===== src/padc_consts.vh =====
// Purpose: Shared constants for the pipelined sample capture block.
// Assumes: A 25 MHz system clock.
// Notes:   Times are kept in ns and turned into clock counts here.
`ifndef PADC_CONSTS_VH
`define PADC_CONSTS_VH

// ----------------------------------------------------------------------
// Word format
// ----------------------------------------------------------------------
`define PADC_WORD_W          10
`define PADC_SIGN_BIT        9
`define PADC_RESET_WORD      10'h000

// ----------------------------------------------------------------------
// Pipeline and timing
// ----------------------------------------------------------------------
`define PADC_PIPE_STROBES    3
`define PADC_CLK_PERIOD_NS   40
`define PADC_VALID_DELAY_NS  200
`define PADC_VALID_DELAY_CYC \
  ((`PADC_VALID_DELAY_NS + `PADC_CLK_PERIOD_NS - 1) / `PADC_CLK_PERIOD_NS)
// Clocks that a strobe needs from its pin to the FIFO push, sampling slack included.
`define PADC_SYNC_CYC        3
`define PADC_FIFO_DEPTH      8
`define PADC_FIFO_AW         3

`endif


===== src/padc_fifo.v =====
// Purpose: Small synchronous FIFO holding samples still inside the pipeline.
// Assumes: Single clock; DEPTH is a power of two equal to 2**AW.
// Notes:   Read data comes from a register and shows the head word.
`timescale 1ns/1ps
`default_nettype none
`include "padc_consts.vh"

module padc_fifo
#(
  parameter WIDTH = `PADC_WORD_W,
  parameter DEPTH = `PADC_FIFO_DEPTH,
  parameter AW    = `PADC_FIFO_AW
)
(
  input  wire             clk,
  input  wire             reset,
  input  wire             in_valid,
  output wire             in_ready,
  input  wire [WIDTH-1:0] in_data,
  output wire             out_valid,
  input  wire             out_ready,
  output reg  [WIDTH-1:0] out_data_r,
  output reg  [AW:0]      level_r
);

  reg  [WIDTH-1:0] mem [0:DEPTH-1];
  reg  [AW-1:0]    wr_ptr_r;
  reg  [AW-1:0]    rd_ptr_r;
  wire             push;
  wire             pop;
  wire [AW-1:0]    rd_ptr_nxt;

  assign in_ready   = (level_r != DEPTH[AW:0]);
  assign out_valid  = (level_r != {(AW+1){1'b0}});
  assign push       = in_valid & in_ready;
  assign pop        = out_valid & out_ready;
  assign rd_ptr_nxt = pop ? rd_ptr_r + {{(AW-1){1'b0}}, 1'b1} : rd_ptr_r;

  always @(posedge clk)
  begin
    if (push)
    begin
      mem[wr_ptr_r] <= in_data;
    end
  end

  // ----------------------------------------------------------------------
  // Pointers, level and registered head word
  // ----------------------------------------------------------------------
  always @(posedge clk or posedge reset)
  begin
    if (reset)
    begin
      wr_ptr_r   <= {AW{1'b0}};
      rd_ptr_r   <= {AW{1'b0}};
      level_r    <= {(AW+1){1'b0}};
      out_data_r <= {WIDTH{1'b0}};
    end
    else
    begin
      if (push)
      begin
        wr_ptr_r <= wr_ptr_r + {{(AW-1){1'b0}}, 1'b1};
      end
      rd_ptr_r <= rd_ptr_nxt;
      if (push && !pop)
      begin
        level_r <= level_r + {{AW{1'b0}}, 1'b1};
      end
      else if (pop && !push)
      begin
        level_r <= level_r - {{AW{1'b0}}, 1'b1};
      end
      // The word being written is not in memory yet, so it bypasses to the head.
      if (push && (wr_ptr_r == rd_ptr_nxt))
      begin
        out_data_r <= in_data;
      end
      else
      begin
        out_data_r <= mem[rd_ptr_nxt];
      end
    end
  end

endmodule // padc_fifo

`default_nettype wire


===== src/padc_capture.v =====
// Purpose: Digital side of a 10-bit pipelined converter driven by a sample strobe.
// Assumes: Strobe and quantizer code arrive asynchronously to clk at 25 MHz.
// Notes:   There is no data-ready output; the strobe sequence implies timing.
`timescale 1ns/1ps
`default_nettype none
`include "padc_consts.vh"

// Contract
// - A sample reaches the outputs only after three strobes, its own plus two more.
// - A word is valid two strobe periods plus 200 ns after the strobe that took it.
// - Each result is a 10-bit parallel NRZ word whose bits all change together.
// - Words are two's complement, 0111111111 at full scale, 0 and all ones around zero.
// - No data-ready or valid signal accompanies the output word.
// - Positive full scale gives the largest positive code and coding stays two's complement.
module padc_capture
#(
  parameter WORD_W    = `PADC_WORD_W,
  parameter PIPE      = `PADC_PIPE_STROBES,
  parameter DELAY_CYC = `PADC_VALID_DELAY_CYC,
  parameter FIFO_D    = `PADC_FIFO_DEPTH,
  parameter FIFO_AW   = `PADC_FIFO_AW
)
(
  input  wire              clk,
  input  wire              reset,
  input  wire              sample_strobe,
  input  wire [WORD_W-1:0] quant_code,
  output reg  [WORD_W-1:0] data_out_r,
  output reg               overrun_r
);

  // ----------------------------------------------------------------------
  // Helpers
  // ----------------------------------------------------------------------
  // The quantizer counts upward from negative full scale; flipping the top
  // bit turns that count into two's complement, so all ones maps to 0x1ff.
  function [WORD_W-1:0] to_twos_complement_coding;
    input [WORD_W-1:0] offset_code;
    begin
      to_twos_complement_coding = offset_code ^ {1'b1, {(WORD_W-1){1'b0}}};
    end
  endfunction

  // ----------------------------------------------------------------------
  // Input synchronisers
  // ----------------------------------------------------------------------
  // A strobe shorter than one clock period can slip between edges; the
  // shortest legal strobe is below 40 ns, so the far end must keep it wider.
  reg              strobe_s1_r;
  reg              strobe_s2_r;
  reg              strobe_d_r;
  reg [WORD_W-1:0] code_s1_r;
  reg [WORD_W-1:0] code_s2_r;

  always @(posedge clk or posedge reset)
  begin
    if (reset)
    begin
      strobe_s1_r <= 1'b0;
      strobe_s2_r <= 1'b0;
      strobe_d_r  <= 1'b0;
      code_s1_r   <= {WORD_W{1'b0}};
      code_s2_r   <= {WORD_W{1'b0}};
    end
    else
    begin
      strobe_s1_r <= sample_strobe;
      strobe_s2_r <= strobe_s1_r;
      strobe_d_r  <= strobe_s2_r;
      code_s1_r   <= quant_code;
      code_s2_r   <= code_s1_r;
    end
  end

  // Each leading edge starts one conversion if the synchroniser sampled the strobe low on the clock before.
  wire strobe_edge;
  assign strobe_edge = strobe_s2_r & ~strobe_d_r;

  // ----------------------------------------------------------------------
  // Sample pipeline
  // ----------------------------------------------------------------------
  wire              fifo_in_ready;
  wire              fifo_out_valid;
  wire [WORD_W-1:0] fifo_head;
  wire [FIFO_AW:0]  fifo_level;
  wire              take;
  wire              release_pulse;
  reg  [7:0]        delay_cnt_r;

  assign take = strobe_edge & fifo_in_ready;

  padc_fifo
  #(
    .WIDTH (WORD_W),
    .DEPTH (FIFO_D),
    .AW    (FIFO_AW)
  )
  i_padc_fifo
  (
    .clk        (clk),
    .reset      (reset),
    .in_valid   (strobe_edge),
    .in_ready   (fifo_in_ready),
    .in_data    (code_s2_r),
    .out_valid  (fifo_out_valid),
    .out_ready  (release_pulse),
    .out_data_r (fifo_head),
    .level_r    (fifo_level)
  );

  // The oldest sample leaves only on the second strobe after the one that took it.
  wire arm;
  assign arm = take & (fifo_level >= PIPE[FIFO_AW:0] - {{FIFO_AW{1'b0}}, 1'b1});

  // The pin-to-push path already spends up to three clocks of the 200 ns budget,
  // so the timer only counts what is left; counting the full delay from the push
  // would bring the word out late.
  localparam LOAD_CYC = (DELAY_CYC > `PADC_SYNC_CYC) ? DELAY_CYC - `PADC_SYNC_CYC : 1;

  // The release waits the remaining delay after the strobe that shifts it out.
  assign release_pulse = (delay_cnt_r == 8'h01) & fifo_out_valid;

  always @(posedge clk or posedge reset)
  begin
    if (reset)
    begin
      delay_cnt_r <= 8'h00;
    end
    else if (arm)
    begin
      delay_cnt_r <= LOAD_CYC[7:0];
    end
    else if (delay_cnt_r != 8'h00)
    begin
      delay_cnt_r <= delay_cnt_r - 8'h01;
    end
  end

  // ----------------------------------------------------------------------
  // Output word
  // ----------------------------------------------------------------------
  // One register loads all bits on one edge, so the word changes as a whole
  // and then holds until the next release; nothing flags its arrival.
  always @(posedge clk or posedge reset)
  begin
    if (reset)
    begin
      data_out_r <= `PADC_RESET_WORD;
      overrun_r  <= 1'b0;
    end
    else
    begin
      if (release_pulse)
      begin
        data_out_r <= to_twos_complement_coding(fifo_head);
      end
      if (strobe_edge && !fifo_in_ready)
      begin
        overrun_r <= 1'b1;
      end
    end
  end

  // No ready or valid output exists; timing follows the strobes alone.

endmodule // padc_capture

`default_nettype wire


===== config.mk =====
export PLATFORM = sky130hd
export DESIGN_NAME = padc_capture
export DESIGN_NICKNAME = d
export VERILOG_FILES = /design/src/padc_fifo.v /design/src/padc_capture.v
export VERILOG_INCLUDE_DIRS = /design/src
export SDC_FILE = /design/constraint.sdc
export NUM_CORES = 1
export LEC_CHECK = 0
export ABC_AREA = 1
export BUFFER_PORTS_ARGS = -buffer_cell sky130_fd_sc_hd__buf_2
export CELL_PAD_IN_SITES_DETAIL_PLACEMENT = 2
export CELL_PAD_IN_SITES_GLOBAL_PLACEMENT = 2
export CORE_ASPECT_RATIO = 0.7
export CORE_MARGIN = 2
export CORE_UTILIZATION = 44
export CTS_CLUSTER_DIAMETER = 150
export CTS_CLUSTER_SIZE = 10
export DETAILED_ROUTE_END_ITERATION = 7
export GPL_ROUTABILITY_DRIVEN = 1
export PLACE_DENSITY = 0.91
export SLEW_MARGIN = 20
export SYNTH_ARGS = -nofsm -noshare
export SYNTH_HDL_FRONTEND = slang
export SYNTH_HIERARCHICAL = 1
export SYNTH_SLANG_ARGS = --single-unit

===== constraint.sdc =====
create_clock -name clk -period 5.3 [get_ports clk]
set_input_delay 0.795 -clock clk [delete_from_list [all_inputs] [get_ports clk]]
set_output_delay 0.795 -clock clk [all_outputs]
set_load 0.02 [all_outputs]

# --- Word-level counts from Yosys, hierarchy flattened ---
# Memory sizes are Yosys's and may differ from the RTL's. A register that Yosys moved wholly into a read port is not among the register bits.
# Cells that the tools add are included.
classes:
  n_mux: 7
  order_cmp: 1
  n_div: 0
  add_sub_neg: 5
  n_shift: 0
  eq_ne: 2
  bitwise: 7
  n_mul: 0
  n_reduce_logical: 10
ops:
  columns: ["cell", "n"]
  rows:
  - ["$mux W8", 2]
  - ["$eq A8 B1 Y1 const B", 1]
  - ["$mux W4", 2]
  - ["$reduce_bool A8 Y1", 1]
  - ["$sub A8 B1 Y8 const B", 1]
  - ["$add A3 B1 Y3 const B", 2]
  - ["$and A1 B1 Y1", 5]
  - ["$add A4 B1 Y4 const B", 1]
  - ["$ge A4 B2 Y1 const B", 1]
  - ["$ne A4 B4 Y1 const B", 1]
  - ["$reduce_bool A2 Y1", 2]
  - ["$reduce_bool A4 Y1", 1]
  - ["$sub A4 B1 Y4 const B", 1]
  - ["$logic_and A1 B1 Y1", 3]
  - ["$logic_not A1 Y1", 3]
  - ["$mux W3", 1]
  - ["$mux W1", 2]
  - ["$not A1 Y1", 2]
totals:
  mem_count: 1
  elab_cells: 44
  latch_bits: 0
  out_inout_bits: 11
  rom_bits: 0
  inputBits: 13
  mem_bits_rw: 80
  register_bits: 52
memory_table:
  columns: ["memory", "words", "word_bits", "read_ports", "rd_clocked_by_memory_dff", "write_ports", "line_no", "text"]
  rows:
  - ["i_padc_fifo.mem", 8, 10, 1, 1, 1, "padc_fifo.v:26", "reg [WIDTH-1:0] mem [0:DEPTH-1];"]

# --- Logic depth before layout (Yosys ltp) ---
logic_depth:
  depth_word: 7
  ltp_mapped: 15
  depth_no_buf: 15

# --- Cells and area by module ---
# Netlist, hierarchy kept.
by_module_without_submodules:
  columns: ["module", "area_each_um2", "cells_per_inst", "n_inst"]
  rows:
  - ["padc_fifo", 4613.2, 449, 1]
  - ["padc_capture", 1529.0, 144, 1]

# --- Worst setup path after synthesis ---
# OpenSTA, ideal clock, no wires.
synth_timing:
  path_kind: "reg-to-reg"
  start: "reg delay_cnt_r[1]"
  end: "reg i_padc_fifo.level_r[3]"
  period_less_slack_ns: 2.394
  arrival_ns: 2.270
  path_stages_with_launch: 16
  path_slack_ns: 2.906
  setup_ns: 0.123
  path_cell_list: "dfrtp_1 -> inv_1 -> ha_1 -> nand3_2 -> or2_4 -> clkinv_2 -> nand2_4 -> ha_1 -> inv_1 -> ha_1 -> a21o_1 -> a21oi_1 -> nor2_1 -> nor2_1 -> nand2_1 -> xnor2_1"
synth_between:
  elab_chain_len: 6
  word_cells_on_any_way: 8
  classes_between: "1 x eq/ne; 1 x mux; 2 x bitwise; 4 x reduce/logical"
synth_rtl:
  columns: ["item", "line_no", "text"]
  rows:
  - ["start, declared", "padc_capture.v:88", "reg [7:0] delay_cnt_r;"]
  - ["start signal, assigned", "padc_capture.v:131", "delay_cnt_r <= LOAD_CYC[7:0];"]
  - ["start signal, assigned", "padc_capture.v:135", "delay_cnt_r <= delay_cnt_r - 8'h01;"]
  - ["$eq A8 B1 Y1 (*)", "padc_capture.v:121", "assign release_pulse = (delay_cnt_r == 8'h01) & fifo_out_valid;"]
  - ["$and A1 B1 Y1 (*)", "padc_capture.v:121", null]
  - ["via release_pulse", "padc_capture.v:87", "wire release_pulse;"]
  - ["$and A1 B1 Y1 (*)", "padc_fifo.v:36", "assign pop = out_valid & out_ready;"]
  - ["$logic_not A1 Y1", "padc_fifo.v:66", "if (push && !pop)"]
  - ["$logic_and A1 B1 Y1", "padc_fifo.v:66", null]
  - ["$mux W4 or $reduce_bool A2 Y1 (tied branches)", null, null]
  - ["end signal, assigned", "padc_fifo.v:56", "level_r <= {(AW+1){1'b0}};"]
  - ["end signal, assigned", "padc_fifo.v:68", "level_r <= level_r + {{AW{1'b0}}, 1'b1};"]
  - ["end signal, assigned", "padc_fifo.v:72", "level_r <= level_r - {{AW{1'b0}}, 1'b1};"]
  - ["end, declared", "padc_fifo.v:23", "output reg [AW:0] level_r"]
# The timed path passes the listed nets; every way through them passes the cells marked *.
# A chain may end at the register's enable or synchronous reset.

# --- Worst setup path after layout ---
layout_timing:
  start: "reg delay_cnt_r[3]"
  end: "reg i_padc_fifo.out_data_r[6], read port of i_padc_fifo.mem"
layout_between:
  elab_chain_len: 4
layout_rtl:
  columns: ["item", "line_no", "text"]
  rows:
  - ["$eq A8 B1 Y1", "padc_capture.v:121", null]
  - ["$and A1 B1 Y1", "padc_capture.v:121", null]
  - ["via release_pulse", "padc_capture.v:87", null]
  - ["$and A1 B1 Y1", "padc_fifo.v:36", null]
  - ["$mux W3", "padc_fifo.v:37", "assign rd_ptr_nxt = pop ? rd_ptr_r + {{(AW-1){1'b0}}, 1'b1} : rd_ptr_r;"]
  - ["end, declared", "padc_fifo.v:22", "output reg [WIDTH-1:0] out_data_r,"]
# The timed path passes the listed nets, and every way through them passes these cells.

==> results.rst <==
.. list-table::
   :header-rows: 1

   * - Metric
     - Value
   * - WL per Instance
     - 25.6 um
   * - Share of synthesized area spent on multiplexers
     - 0.00183
   * - Net count after synthesis
     - 615
   * - Total Routed Length
     - 21100 um
   * - Final clock period utilization by the worst path
     - 0.749
   * - Data arrival time at the worst-slack endpoint
     - 4.27 ns
   * - Min Tclk post-route
     - between 3 and 4 ns
   * - Adder-cell share of the synthesized area
     - 0.0196
   * - Family of cells with the greatest summed delay on the critical path
     - simple AND/OR/NAND/NOR gates
   * - Slowest CP cell
     - nand2_1
   * - Count of final hold-check violations
     - 0
   * - Worst setup EP type
     - flip-flop
   * - IR Drop Worst-Case VDD
     - 282 uV
   * - Antenna-violating nets left
     - 0
   * - Total iterations of the first detailed-routing run
     - 5
   * - Transition time at the pin with the least slew margin
     - 1.06 ns
   * - Std cell rows
     - 36
   * - CP cell instances
     - nor2_4, nand3_2, or2_4, clkinv_2, nand3_2, nand2_1, nand2_1, nand3_1, nand3_1, nand3_1, nand2_1
   * - Post-synthesis xor/xnor area fraction
     - 0.00713
   * - Setup Crit Path Kind
     - reg -> reg
   * - Clock Skews
     - 0.0106 ns
   * - Area contributors post-synth
     - edfxtp_1 39%, dfrtp_1 25%, nand3_1 12%
   * - Worst rel slew slack
     - 0.295
   * - Via count of the routed design
     - approximately 4700
   * - Share of final-layout standard cells stronger than drive strength 1
     - 0.131
   * - End-of-flow core utilization
     - 0.507
   * - Max-Cap Viols
     - 0
   * - Worst r2r src
     - delay_cnt_r[3]
   * - First-pass GRT wire length
     - 32500 um
   * - Final estimated routing congestion in global placement
     - between 0.8 and 0.9
   * - Hold/Removal Path Class
     - in -> async
   * - CTS hold repair buffers
     - 0
   * - Placeable core region
     - 0.0138 mm2
   * - TritonCTS clock tree
     - built
   * - Worst-path maximum fanout
     - 42
   * - Number of flip-flops and latches in the synthesized netlist
     - 142
   * - Pleak
     - around 0.0032 uW
   * - Number of input and output port buffers inserted
     - 23
   * - Drt via density
     - between 5 and 6
   * - Netlist Area Pre-Place
     - 0.00614 mm2
   * - Cell count after synthesis
     - 593
   * - Status
     - completed
   * - RSZ-0062 raised after global routing
     - false
   * - Cell type contributing the most total cell area after synthesis
     - edfxtp_1
   * - Initial cell density of the core
     - 0.446
   * - Count of distinct cell types in the synthesized netlist
     - 32
   * - Number of buffers between clock root and the deepest sink
     - 2
   * - Final Non-Filler Cells
     - 825
   * - Nature of the critical path startpoint
     - flip-flop
   * - Reg2reg end
     - i_padc_fifo/out_data_r[6]
   * - Total gr overflow
     - 0
   * - Die footprint
     - 0.0149 mm2
   * - Chip Width
     - 145 um
   * - Portion of synthesized cell area occupied by the leading cell type
     - 0.391
   * - Initial DRC Count
     - 328
   * - Number of clock sinks
     - roughly 140
   * - Count of cells along the worst register-to-register path
     - 11
   * - Number of H-tree levels
     - 4
   * - Required time worst endpoint
     - roughly 5.6 ns
   * - Peak Freq
     - 252 MHz
   * - Reg-to-reg slack, setup
     - 1.33 ns
   * - Root Driver
     - clkbuf_16
   * - Compound-Gate Fraction of Synth Area
     - 0.00754
   * - Number of global-route vias before repair
     - 5256
   * - Simple-gate portion of the synthesized area
     - 0.237
   * - Sum of negative setup slack
     - 0 ns
   * - Main combinational cell family by area after synthesis
     - simple AND/OR/NAND/NOR gates
   * - Final count of pins violating max slew
     - 0
   * - Total routing usage reported by global routing
     - 0.302
   * - Number of endpoints failing setup at the final stage
     - 0
   * - Synthesized area divided by synthesized cell count
     - between 10 and 15 um2
   * - Placed wire-length estimate after detailed placement
     - 12600 um
   * - Clock Pin Slew Worst Setup and Hold Paths
     - roughly 0.07 ns
   * - Placed Cells
     - 792
   * - Final worst hold slack
     - 0.242 ns
   * - Count of boundary I/O pins
     - 24
   * - Overall die height
     - 103 um
   * - Seq/Total Area, Yosys
     - 0.644
   * - PostCTS Resize Cnt
     - 0
   * - Synthesis-to-finish area growth
     - 13.9%
   * - Skew-Pair Late Insertion Delay
     - 0.44 ns
   * - Number of setup buffers added after CTS
     - 0
   * - Largest stage delay on the critical path
     - roughly 1 ns
   * - Synth Warn #
     - 6
   * - Pin count of the biggest net entering global routing
     - between 40 and 50
   * - Power per Cell Area
     - 612 mW/mm2
   * - Number of nets at the end of the flow
     - between 600 and 700
   * - Post-detailed-route DRC marker count
     - 0
   * - Initial antenna violation count
     - 0
   * - Number of buffers created by CTS
     - 17
   * - Worst path buffer plus inverter count
     - 1
[per-layer routing]
layer | wire (um) | share of wire | GRT usage | vias up
li1 | - | - | - | 2004
met5 | 0 | 0 | 0 | -
met3 | 1110 | 0.053 | 0.0611 | 44
met1 | 8930 | 0.42 | 0.375 | 2491
met4 | 583 | 0.028 | 0.118 | 0
met2 | 10500 | 0.50 | 0.532 | 137
[sequential cells by signal (all words and copies together), names as in the netlist, 3 cells and up]
name / cells
i_padc_fifo/rd_ptr_r: 3
data_out_r: 10
i_padc_fifo/level_r: 4
i_padc_fifo/wr_ptr_r: 3
i_padc_fifo/out_data_r: 10
i_padc_fifo/mem: 80
code_s1_r: 10
delay_cnt_r: 8
code_s2_r: 10
[per-stage QoR]
step | power [uW] | worst slack (ns) | instance area, um2
final | 4280 | 1.33 | 6990
after detailed placement | 3020 | 1.52 | 6430
after global routing | 4500 | 0.983 | 6990
after CTS | 4280 | 1.33 | 6980
after global placement | 2860 | 1.83 | 6430
after floorplan | 2540 | 2.91 | 6140
[where the power goes]
part	switching, uW	internal [uW]
sequential	188	1380
clock	523	613
combinational	1140	436
[how the worst max path moves through the flow]
stage | startpoint | end | cells past startpoint
2_1_floorplan | delay_cnt_r[1] | i_padc_fifo/level_r[3] | 15
3_3_place_gp | delay_cnt_r[1] | i_padc_fifo/out_data_r[5] | 12
3_5_place_dp | delay_cnt_r[3] | i_padc_fifo/out_data_r[6] | 11
4_1_cts | delay_cnt_r[1] | i_padc_fifo/out_data_r[6] | 12
5_1_grt | delay_cnt_r[1] | i_padc_fifo/out_data_r[6] | 12
6_report | delay_cnt_r[3] | i_padc_fifo/out_data_r[6] | 11
[area by class of cell]
cell class	count	area, um2
fillers	1424	6790
flip-flops and latches	142	3950
repair buffers	31	175
inverters	101	380
well taps	190	238
clock inverters	15	125
diodes	1	2.50
multi-input cells	328	1690
clock buffers	17	425
[layout by cell type, fill, tap and decap left out, drive strengths merged, types with 2 or more instances in the layout]
master    count
nand3b       11
clkbuf       17
o21ai         6
or2           2
inv         108
xnor2         3
ha            8
nand3       152
xor2          2
nand4         2
dfrtp        62
buf          31
edfxtp       80
clkinvlp      2
clkinv        6
nor2         29
nand2       108
[cells by family (layout without fill, tap and decap cells)]
| kind of cell | count (synthesis) | after routing |
|---|---|---|
| xor+xnor | 5 | 5 |
| buf+inv | 123 | 164 |
| flops | 142 | 142 |
| other cells | 0 | 1 |
| mux | 1 | 1 |
| simple gates | 305 | 305 |
| fa+ha+maj | 9 | 9 |
| compound gates | 8 | 8 |
[cells in the mapped netlist]
| master | instances |
|---|---|
| ha_1 | 8 |
| nor3_1 | 1 |
| o21ai_0 | 4 |
| nand3b_1 | 11 |
| o21ai_2 | 1 |
| or2_4 | 1 |
| a21oi_1 | 1 |
| buf_6 | 1 |
| or2_2 | 1 |
| nor2_2 | 1 |
| xor2_1 | 2 |
| nand2_4 | 2 |
| inv_2 | 1 |
| clkinv_2 | 1 |
| inv_1 | 98 |
| mux2_2 | 1 |
| xnor2_1 | 3 |
| nand4_1 | 2 |
| buf_4 | 6 |
| nand3_1 | 148 |
| o21ai_1 | 1 |
| nand3_2 | 4 |
| a21o_1 | 1 |
| dfrtp_1 | 62 |
| fa_1 | 1 |
| nand2_2 | 2 |
| nor2_1 | 25 |
| clkinv_1 | 1 |
| nand2_1 | 104 |
| nor2_4 | 3 |
| buf_2 | 15 |
| edfxtp_1 | 80 |
Power figures use the tool's default switching activity.
